===== config.mk =====
export PLATFORM = sky130hd
export DESIGN_NAME = dmaer_ctrl
export DESIGN_NICKNAME = d
export VERILOG_FILES = /design/src/common/dmaer_pkg.sv /design/src/logic/dmaer_fifo.sv /design/src/logic/dmaer_ctrl.sv
export SDC_FILE = /design/constraint.sdc
export NUM_CORES = 1
export LEC_CHECK = 0
export ABC_AREA = 0
export ABC_CLOCK_PERIOD_IN_PS = 4570
export BUFFER_PORTS_ARGS = -buffer_cell sky130_fd_sc_hd__buf_4
export CORE_MARGIN = 5
export CORE_UTILIZATION = 65
export DETAILED_ROUTE_END_ITERATION = 12
export PLACE_DENSITY = 0.86
export SLEW_MARGIN = 30
export SYNTH_ARGS = -nofsm -noshare
export SYNTH_HDL_FRONTEND = slang
export SYNTH_SLANG_ARGS = --single-unit

===== constraint.sdc =====
create_clock -name pclk -period 4.57 [get_ports pclk]
set_input_delay 0.914 -clock pclk [delete_from_list [all_inputs] [get_ports pclk]]
set_output_delay 0.914 -clock pclk [all_outputs]
set_load 0.02 [all_outputs]

===== src/common/dmaer_pkg.sv =====
// shared constants and types for the two-channel transfer controller
package dmaer_pkg;
  localparam int          NUM_CH          = 2;
  localparam int          ADDR_W          = 16;
  localparam int          CNT_W           = 16;
  // channel control register bits
  localparam int          CTL_SEL_LSB     = 0;
  localparam int          CTL_SEL_W       = 2;
  localparam int          CTL_REQ_BIT     = 2;
  localparam int          CTL_EN_BIT      = 3;
  localparam int          CTL_FWD_BIT     = 4;
  localparam int          CTL_W           = 8;
  localparam logic [7:0]  CTL_RESET       = 8'h00;
  // per-channel register block: stride and word offsets
  localparam logic [11:0] CH_STRIDE       = 12'h020;
  localparam logic [11:0] OFF_CTL         = 12'h000;
  localparam logic [11:0] OFF_SRC         = 12'h004;
  localparam logic [11:0] OFF_DST         = 12'h008;
  localparam logic [11:0] OFF_RELOAD      = 12'h00c;
  localparam logic [11:0] OFF_FWD_PTR     = 12'h010;
  localparam logic [11:0] OFF_COUNT       = 12'h014;
  localparam logic [11:0] OFF_DATA        = 12'h018;
  localparam int          FIFO_DEPTH      = 4;

  typedef struct packed {
    logic              src_is_fwd;
    logic [ADDR_W-1:0] fwd_ptr;
    logic [CNT_W-1:0]  count;
  } dmaer_chan_s;

  typedef struct packed {
    logic [0:0]        ch;
    logic [ADDR_W-1:0] addr;
  } dmaer_xfer_s;
endpackage


===== src/logic/dmaer_fifo.sv =====
// small valid/ready fifo with parameter width and depth
module dmaer_fifo #(
  parameter int WIDTH = 32,
  parameter int DEPTH = 4
) (
  // clock and reset
  input  wire logic             pclk,
  input  wire logic             presetn,
  // fill side
  input  wire logic             in_valid,
  output logic                  in_ready,
  input  wire logic [WIDTH-1:0] in_data,
  // drain side
  output logic                  out_valid,
  input  wire logic             out_ready,
  output logic      [WIDTH-1:0] out_data
);
  localparam int AW = $clog2(DEPTH);

  logic [WIDTH-1:0] mem [DEPTH];
  logic [AW-1:0]    wr_ptr;
  logic [AW-1:0]    rd_ptr;
  logic [AW:0]      fill;
  logic             push;
  logic             pop;

  assign in_ready  = (fill != (AW+1)'(DEPTH));
  assign out_valid = (fill != '0);
  assign push      = in_valid && in_ready;
  assign pop       = out_valid && out_ready;
  assign out_data  = mem[rd_ptr];

  always_ff @(posedge pclk) begin
    if (push) begin
      mem[wr_ptr] <= in_data;
    end
  end

  always_ff @(posedge pclk or negedge presetn) begin
    if (!presetn) begin
      wr_ptr <= '0;
      rd_ptr <= '0;
      fill   <= '0;
    end else begin
      if (push) begin
        wr_ptr <= (wr_ptr == AW'(DEPTH-1)) ? '0 : wr_ptr + 1'b1;
      end
      if (pop) begin
        rd_ptr <= (rd_ptr == AW'(DEPTH-1)) ? '0 : rd_ptr + 1'b1;
      end
      fill <= fill + (AW+1)'(push) - (AW+1)'(pop);
    end
  end
endmodule


===== src/logic/dmaer_ctrl.sv =====
// enable and request flag control for the two-channel transfer controller
//
// The placing of the registers and the APB slave port were left to the implementer.
module dmaer_ctrl #(
  parameter int DATA_W = 32,
  parameter int DEPTH  = dmaer_pkg::FIFO_DEPTH
) (
  // apb slave
  input  wire logic        pclk,
  input  wire logic        presetn,
  input  wire logic        psel,
  input  wire logic        penable,
  input  wire logic        pwrite,
  input  wire logic [11:0] paddr,
  input  wire logic [31:0] pwdata,
  output logic      [31:0] prdata,
  output logic             pready,
  output logic             pslverr,
  // request source lines, four per channel, from pins
  input  wire logic [3:0]  req_src_0,
  input  wire logic [3:0]  req_src_1,
  // transfer stream towards the memory bus
  output logic             xfer_valid,
  input  wire logic        xfer_ready,
  output logic      [DATA_W-1:0] xfer_data
);
  localparam int NCH = dmaer_pkg::NUM_CH;

  // software-visible state per channel
  logic [1:0]                   sel      [NCH];
  logic [NCH-1:0]               enable;
  logic [NCH-1:0]               request;
  logic [NCH-1:0]               fwd_src;
  logic [dmaer_pkg::ADDR_W-1:0] src_ptr  [NCH];
  logic [dmaer_pkg::ADDR_W-1:0] dst_ptr  [NCH];
  logic [dmaer_pkg::CNT_W-1:0]  reload   [NCH];
  dmaer_pkg::dmaer_chan_s       chan     [NCH];

  // request pin synchronisers and edge detection
  logic [3:0] src_meta [NCH];
  logic [3:0] src_sync [NCH];
  logic [3:0] src_prev [NCH];
  logic [NCH-1:0] req_event;

  // apb decode
  logic        wr_en;
  logic        rd_en;
  logic [0:0]  acc_ch;
  logic [11:0] acc_off;
  logic        acc_hit;
  logic [NCH-1:0] en_write;

  // transfer start, one channel per cycle
  logic [NCH-1:0] start;
  logic           fifo_in_ready;
  dmaer_pkg::dmaer_xfer_s next_xfer;

  assign wr_en   = psel && penable && pwrite;
  assign rd_en   = psel && penable && !pwrite;
  assign acc_ch  = paddr[5];
  assign acc_off = paddr & (dmaer_pkg::CH_STRIDE - 12'h001);
  assign acc_hit = (paddr < 12'(NCH) * dmaer_pkg::CH_STRIDE) && (paddr[1:0] == 2'h0)
                   && (acc_off <= dmaer_pkg::OFF_DATA);
  assign pready  = 1'b1;
  assign pslverr = psel && penable && !acc_hit;

  // round-robin free fixed priority: channel 0 first
  always_comb begin
    start     = '0;
    next_xfer = '0;
    if (fifo_in_ready) begin
      if (enable[0] && request[0] && chan[0].count != '0) begin
        start[0] = 1'b1;
        next_xfer.ch   = 1'b0;
        next_xfer.addr = chan[0].fwd_ptr;
      end else if (enable[1] && request[1] && chan[1].count != '0) begin
        start[1] = 1'b1;
        next_xfer.ch   = 1'b1;
        next_xfer.addr = chan[1].fwd_ptr;
      end
    end
  end

  genvar g;
  generate
    for (g = 0; g < NCH; g++) begin : g_ch
      wire logic [3:0] pins = (g == 0) ? req_src_0 : req_src_1;
      wire logic       sel_hit = wr_en && acc_hit && (acc_ch == 1'(g));

      assign en_write[g] = sel_hit && (acc_off == dmaer_pkg::OFF_CTL)
                           && pwdata[dmaer_pkg::CTL_EN_BIT];
      assign req_event[g] = src_sync[g][sel[g]] && !src_prev[g][sel[g]];

      always_ff @(posedge pclk or negedge presetn) begin
        if (!presetn) begin
          src_meta[g] <= '0;
          src_sync[g] <= '0;
          src_prev[g] <= '0;
        end else begin
          src_meta[g] <= pins;
          src_sync[g] <= src_meta[g];
          src_prev[g] <= src_sync[g];
        end
      end

      // control fields written by software
      always_ff @(posedge pclk or negedge presetn) begin
        if (!presetn) begin
          sel[g]     <= '0;
          fwd_src[g] <= 1'b0;
          enable[g]  <= 1'b0;
          src_ptr[g] <= '0;
          dst_ptr[g] <= '0;
          reload[g]  <= '0;
        end else begin
          if (sel_hit) begin
            case (acc_off)
              dmaer_pkg::OFF_CTL: begin
                sel[g]     <= pwdata[dmaer_pkg::CTL_SEL_LSB +: dmaer_pkg::CTL_SEL_W];
                fwd_src[g] <= pwdata[dmaer_pkg::CTL_FWD_BIT];
                enable[g]  <= pwdata[dmaer_pkg::CTL_EN_BIT];
              end
              dmaer_pkg::OFF_SRC:    src_ptr[g] <= pwdata[dmaer_pkg::ADDR_W-1:0];
              dmaer_pkg::OFF_DST:    dst_ptr[g] <= pwdata[dmaer_pkg::ADDR_W-1:0];
              dmaer_pkg::OFF_RELOAD: reload[g]  <= pwdata[dmaer_pkg::CNT_W-1:0];
              default: begin
              end
            endcase
          end
        end
      end

      // request flag: hardware set wins over any clear
      always_ff @(posedge pclk or negedge presetn) begin
        if (!presetn) begin
          request[g] <= 1'b0;
        end else if (req_event[g]) begin
          request[g] <= 1'b1;
        end else if (start[g]) begin
          request[g] <= 1'b0;
        end else if (sel_hit && acc_off == dmaer_pkg::OFF_CTL
                     && !pwdata[dmaer_pkg::CTL_REQ_BIT]) begin
          request[g] <= 1'b0;
        end
      end

      // forward pointer and counter
      always_ff @(posedge pclk or negedge presetn) begin
        if (!presetn) begin
          chan[g] <= '0;
        end else if (en_write[g]) begin
          chan[g].src_is_fwd <= pwdata[dmaer_pkg::CTL_FWD_BIT];
          chan[g].fwd_ptr    <= pwdata[dmaer_pkg::CTL_FWD_BIT] ? src_ptr[g] : dst_ptr[g];
          chan[g].count      <= reload[g];
        end else if (start[g]) begin
          chan[g].fwd_ptr <= chan[g].fwd_ptr + 1'b1;
          chan[g].count   <= chan[g].count - 1'b1;
        end
      end
    end
  endgenerate

  // read data from flip-flops
  always_ff @(posedge pclk or negedge presetn) begin
    if (!presetn) begin
      prdata <= '0;
    end else if (psel && !penable && !pwrite) begin
      prdata <= '0;
      // unmapped or unaligned reads return zero
      if (acc_hit) begin
      case (acc_off)
        dmaer_pkg::OFF_CTL: begin
          prdata[dmaer_pkg::CTL_SEL_LSB +: dmaer_pkg::CTL_SEL_W] <= sel[paddr[5]];
          prdata[dmaer_pkg::CTL_REQ_BIT] <= request[paddr[5]];
          prdata[dmaer_pkg::CTL_EN_BIT]  <= enable[paddr[5]];
          prdata[dmaer_pkg::CTL_FWD_BIT] <= fwd_src[paddr[5]];
        end
        dmaer_pkg::OFF_SRC:     prdata[dmaer_pkg::ADDR_W-1:0] <= src_ptr[paddr[5]];
        dmaer_pkg::OFF_DST:     prdata[dmaer_pkg::ADDR_W-1:0] <= dst_ptr[paddr[5]];
        dmaer_pkg::OFF_RELOAD:  prdata[dmaer_pkg::CNT_W-1:0]  <= reload[paddr[5]];
        dmaer_pkg::OFF_FWD_PTR: prdata[dmaer_pkg::ADDR_W-1:0] <= chan[paddr[5]].fwd_ptr;
        dmaer_pkg::OFF_COUNT:   prdata[dmaer_pkg::CNT_W-1:0]  <= chan[paddr[5]].count;
        default: begin
        end
      endcase
      end
    end
  end

  // transfer descriptors queue up towards the memory bus
  dmaer_fifo #(
    .WIDTH (DATA_W),
    .DEPTH (DEPTH)
  ) u_fifo (
    .pclk      (pclk),
    .presetn   (presetn),
    .in_valid  (|start),
    .in_ready  (fifo_in_ready),
    .in_data   (DATA_W'(next_xfer)),
    .out_valid (xfer_valid),
    .out_ready (xfer_ready),
    .out_data  (xfer_data)
  );

  logic unused_rd;
  assign unused_rd = rd_en;
endmodule


After elaboration in Yosys (flattened, before gate mapping):

Memories as Yosys holds them, arrays and structs flattened.
Index checks and enable logic that the tools add are counted.

* add/subtract/negate cells: 8
* order comparisons: 6
* equality and inequality tests: 8
* muxes and demuxes: 55
* bitwise gates (word level): 2
* reduce and logical (&&, ||, !) cells: 48

Operators by type and width (count)
* 32-bit two-way mux: 7
* 16-bit two-way mux: 12
* 11-bit case mux with 5 select lines: 1
* 17-bit two-way mux: 3
* 16-bit by 1-bit adder with 16-bit output (second input constant): 2
* 16-bit nonzero test: 2
* 16-bit by 1-bit subtractor with 16-bit output (second input constant): 2
* 5-bit case mux with 6 select lines: 1
* 1-bit logical AND: 24
* 1-bit two-way mux: 21
* 2-bit AND reduction: 8
* 12-bit logical NOT: 1
* 12-bit by 7-bit less-than comparator with 1-bit output (second input constant): 1
* 2-bit two-way mux: 6
* 5-bit by 4-bit equality test with 1-bit output (second input constant): 2
* 5-bit equality test (second input constant): 2
* 3-bit nonzero test: 3
* 1-bit binary-select mux with 2-bit select: 4
* 1-bit logical NOT: 6
* 2-bit by 3-bit less-than comparator with 1-bit output (second input constant): 2
* 5-bit by 3-bit equality test with 1-bit output (second input constant): 1
* 5-bit less-or-equal comparator (second input constant): 1
* 2-bit by 1-bit adder with 2-bit output (second input constant): 2
* 2-bit equality test (second input constant): 2
* 10 further kinds: 11

* register bits: 217
* bits in writable memories: 68
* bits of input ports: 58
* output and inout port bits: 67
* logic and storage cells: 156
* memories: 1

Memory list
* u_fifo.mem: depth 4, width 17, rd ports 1, clocked after Yosys merged registers in 0, write ports 1, line dmaer_fifo.sv:20 `logic [WIDTH-1:0] mem [DEPTH];`

Logic depth before layout (Yosys ltp):

* depth in word-level cells: 10
* gate-level depth with buffers: 11
* depth with buffers taken out: 11

Hierarchy:

A second synthesis with hierarchy kept.

* cells, all modules: 1244
* area total of the unflattened synthesis: 16113.0 um^2

By module, submodules not included
* dmaer_ctrl: times used 1, cells an instance 1033, area an instance 11009.3 um^2, seq. area each 5255.0 um^2
* dmaer_fifo: times used 1, cells an instance 211, area an instance 5103.6 um^2, seq. area each 4018.9 um^2

Worst setup path before layout:

No wires, ideal clock.

* path type: input-to-reg
* from: input paddr[2]
* to: register src_ptr[10] (netlist name)
* setup time: 125 ps
* arrival: 2601 ps
* required time: 4445 ps
* path slack: 1844 ps
* stages: 7
* buffers on the path: 3
* path through: buf_4 > or3b_1 > or3_1 > buf_2 > nor2_4 > buf_4 > mux2_2

* word-level cells in the longest chain between the ends: 6
* elaborated cells between the ends (all ways): 8
* those cells by class: order compare: 2; eq/ne: 1; reduce/logical: 5

RTL lines
* start: declaration: line dmaer_ctrl.sv:14 `input wire logic [11:0] paddr,`
* 12-bit by 7-bit less-than comparator with 1-bit output: line dmaer_ctrl.sv:62 `assign acc_hit = (paddr < 12'(NCH) * dmaer_pkg::CH_STRIDE) && (paddr[1:0] == 2'h0)`
* 1-bit logical AND: line dmaer_ctrl.sv:62
* 1-bit logical AND: line dmaer_ctrl.sv:63 `&& (acc_off <= dmaer_pkg::OFF_DATA);`
* 1-bit logical AND (2 in a row): line dmaer_ctrl.sv:88 `wire logic sel_hit = wr_en && acc_hit && (acc_ch == 1'(g));`
* 2-bit AND reduction (no source line) (*)
* end signal: indexed assignment: line dmaer_ctrl.sv:123 `dmaer_pkg::OFF_SRC: src_ptr[g] <= pwdata[dmaer_pkg::ADDR_W-1:0];`
* end: declaration: line dmaer_ctrl.sv:34 `logic [dmaer_pkg::ADDR_W-1:0] src_ptr [NCH];`

Every way passes the cells marked *; elsewhere a longest branch is shown, timed or not.
A chain may end at the register's enable or synchronous reset.

Worst setup path in the final report:

* from: register chan[33] (netlist name)
* to: memory u_fifo.mem[0][10] (netlist name) (enable)

* word-level cells in the longest chain between the ends: 8
* elaborated cells between the ends (all ways): 9
* those cells by class: mux: 5; reduce/logical: 4

RTL lines
* start: declaration: line dmaer_ctrl.sv:37 `dmaer_pkg::dmaer_chan_s chan [NCH];`
* 16-bit nonzero test (*): line dmaer_ctrl.sv:72 `if (enable[0] && request[0] && chan[0].count != '0) begin`
* 1-bit logical AND (*): line dmaer_ctrl.sv:72
* 1-bit two-way mux: line dmaer_ctrl.sv:72
* 2-bit two-way mux (*): line dmaer_ctrl.sv:71 `if (fifo_in_ready) begin`
* 2-bit OR reduction (*): line dmaer_ctrl.sv:197 `.in_valid (|start),`
* 1-bit logical AND (*): line dmaer_fifo.sv:29 `assign push = in_valid && in_ready;`
* net u_fifo.push: line dmaer_fifo.sv:24 `logic push;`
* 1-bit two-way mux (*): line dmaer_fifo.sv:34 `if (push) begin`
* 1-bit two-way mux (not written as such) (*): line dmaer_fifo.sv:35 `mem[wr_ptr] <= in_data;`
* end: declaration: line dmaer_fifo.sv:20

The timed path passes the listed nets; every way through them passes the cells marked *.

==> impl_metrics.ini <==
[logic_synthesis]
ys_seq_elements = 285
synth-seq-area-share_pct = 53.5
synth_flop_cell = dfrtp_1
synth_area_leaders = dfrtp_1 39%, edfxtp_1 15%, mux2_2 8.1%, xnor2_1 3.1%, a21oi_1 3.0%
synth_area_mm2 = 0.0140
postSynthAreaPerCell_um2 = 11.6
ys_types = 69
synthArstFlopShare_pct = 76.1
synth_cells = 1201
ys.warnings.count = 0
synth-edff-count = 68
yosys.area.top_type = dfrtp_1
yosysTopAreaCellShare_pct = 38.9

[timing]
setup_violations = 0
period_share_pct = 76.6
setup_ws_ns = 1.07
relSlewSlack_pct = 29.9
worstMarginPinSlew_ns = 1.05
max_freq_ghz = 0.286
hold_viol = 0
fin_worst_skew_ns = 0.0145
rsz0062_at_grt = false
report.final.slew_viol_count = 0
fin_setup_tns_ns = 0
final.min_clock_period_ns = 3.50

[clock_network]
hold_buffers = 0
cts_buffers = 28
cts_setup_buffers = 0
ctsResizeCount = 0
clk_latency_ns = 0.54
clockBufferDepth = 3
htree_num_levels = 1
clkTransAtPathRegs_ns = 0.06
cts.sinks = 285
clockRootBuffer = clkbuf_16
cts_tree = done

[worst_setup_path]
crit_type = flip-flop to flip-flop
crit_arrival_ns = 3.67
cp-start-kind = flip-flop
endpoint_kind = flip-flop
startpoint = chan[33]
critPathRequiredTime_ns = 4.74
crit_fanout = 29
r2r-start = chan[33]

[floorplanning]
die_w_um = 157
die_h_um = 157
ios = 125
fp-row-count = 53
core-area_mm2 = 0.0211
start_util_pct = 66.2
dieArea_mm2 = 0.0245

[global_route]
grt_pass1_vias = 10000
antenna_found_initial = 0
grt_pass1_wl_um = 56000
grt_usage_pct = 29.1
gr-total-overflow = 0
grt_max_degree = 129

[route]
ant_nets = 0
drt_wl_total_um = 35900
vias = 10200
avgRoutedWirePerCell_um = 23.1
drtPass1Iterations = 6
drcViolationCount = 0
first_iter_violations = 1286
via_per_inst = 6.60

[placement]
place_worst_setup_slack_ns = 1.17
placed_cells = 1500
numPortBuffers = 76
place_hpwl_um = 23700
gp_congestion = 0.926

[worst_hold_path]
min_path_type = input port to async pin

[pwr]
power_density_mw_per_mm2 = 448
p_leak_nw = 6.46
vdd.ir_drop.worst_mv = 0.327

[run]
maxCapViolations = 0

[final_layout]
regArea_mm2 = 0.00747
stdcell_count = 1552
fillers = 1359
diodes = 0
fin_nets = 1326
areaGrowthSynthToFinish_pct = 11.9
multi_input_area_mm2 = 0.00599
drive_gt1_share_pct = 22.1

[run_status]
status = finished, final reports clean
cell usage after synthesis (21+ instances only):
cell type and count:
dfrtp_1 217, mux2_2 100, nand2_1 98, a21oi_1 83, edfxtp_1 68, nor2_1 52
xnor2_1 50, clkbuf_1 41, mux2i_1 41, nor2b_1 36, buf_4 35, a211oi_1 33
o21ai_0 33, nor3_1 31, a22oi_1 21
stage by stage:
step           total power, W  hold WS [ns]  cell area [µm²]  utilization, %
2_1_floorplan         0.00404         0.331            14100               -
3_3_place_gp          0.00445         0.333            14600            69.2
3_5_place_dp          0.00453         0.335            14600            69.2
4_1_cts               0.00701         0.349            15600            73.9
5_1_grt               0.00727         0.248            15600            74.1
6_report              0.00700         0.242            15600            74.1
cell type report:
| type | count | share of cell area (%) |
|---|---|---|
| flip-flops and latches | 285 | 47.8 |
| multi-input cells | 827 | 38.4 |
| clock buffers | 35 | 5.08 |
| repair buffers | 96 | 4.79 |
| well taps | 275 | 2.20 |
| clock inverters | 16 | 1.32 |
| inverters | 18 | 0.432 |
cells by family after synthesis:
kind of cell	synth area share [%]
adders and majority gates	1.13
muxes	13.7
and+or+nand+nor	12.3
DFF	53.5
other	0.0538
AOI/OAI and AO/OA	11.0
xor gates and xnor gates	3.82
buffers and inverters	4.50
flip-flops by register name, indices dropped and copies added (netlist names), 4 cells and up:
name and count:
u_fifo.mem 68, chan 64, dst_ptr 32, reload 32
src_ptr 32, prdata 16, src_meta 8, src_prev 8
src_sync 8, sel 4
critical path: stages, from the launching register on:
cell,delay [ns]
dfrtp_1,0.45
inv_1,0.12
ha_1,0.24
nor4b_1,0.39
and2_1,0.27
a21oi_2,0.07
buf_4,0.25
or2_1,0.29
nand2_1,0.24
and2_1,0.77
where the power goes:
part / switching [W] / leakage, nW / internal, W
clock: 0.000991 / 0.492 / 0.00151
sequential: 0.000242 / 3.35 / 0.00291
combinational: 0.000768 / 2.62 / 0.000589
path summary, 6_finish.rpt:
check,slack [ns],endpoint,cells past startpoint
worst max register to register,1.07,u_fifo.mem[0][10],9
worst max-delay path,1.07,u_fifo.mem[0][10],9
min in group pclk,0.35,src_sync[3],0
max in group asynchronous,3.12,reload[22],3
worst min-delay path,0.24,src_meta[5],1
worst min register to register,0.35,src_sync[3],0
placed cells by master, fill, tap and decap left out, drive strengths merged, types with 12 or more instances in the layout:
master | netlist | layout
dfrtp | 217 | 217
mux2 | 100 | 100
nand2 | 100 | 100
buf | 60 | 96
a21oi | 84 | 84
edfxtp | 68 | 68
nor2 | 58 | 58
xnor2 | 50 | 50
mux2i | 41 | 41
nor2b | 37 | 37
clkbuf | 41 | 35
o21ai | 34 | 34
a211oi | 33 | 33
conb | 2 | 32
nor3 | 32 | 32
a22oi | 21 | 21
inv | 18 | 18
nor4 | 18 | 18
mux4 | 17 | 17
a22o | 14 | 14
nand3 | 14 | 14
o211ai | 13 | 13
o22ai | 13 | 13
o2111ai | 12 | 12
layer usage:
layer | share of wire [%] | up-vias | global-route usage, %
li1 | - | 4436 | -
met1 | 39 | 5070 | 41.6
met2 | 47 | 625 | 45.9
met3 | 11 | 118 | 5.59
met4 | 3.4 | 0 | 9.17
met5 | 0 | - | 0
Power figures use the tool's default switching activity.
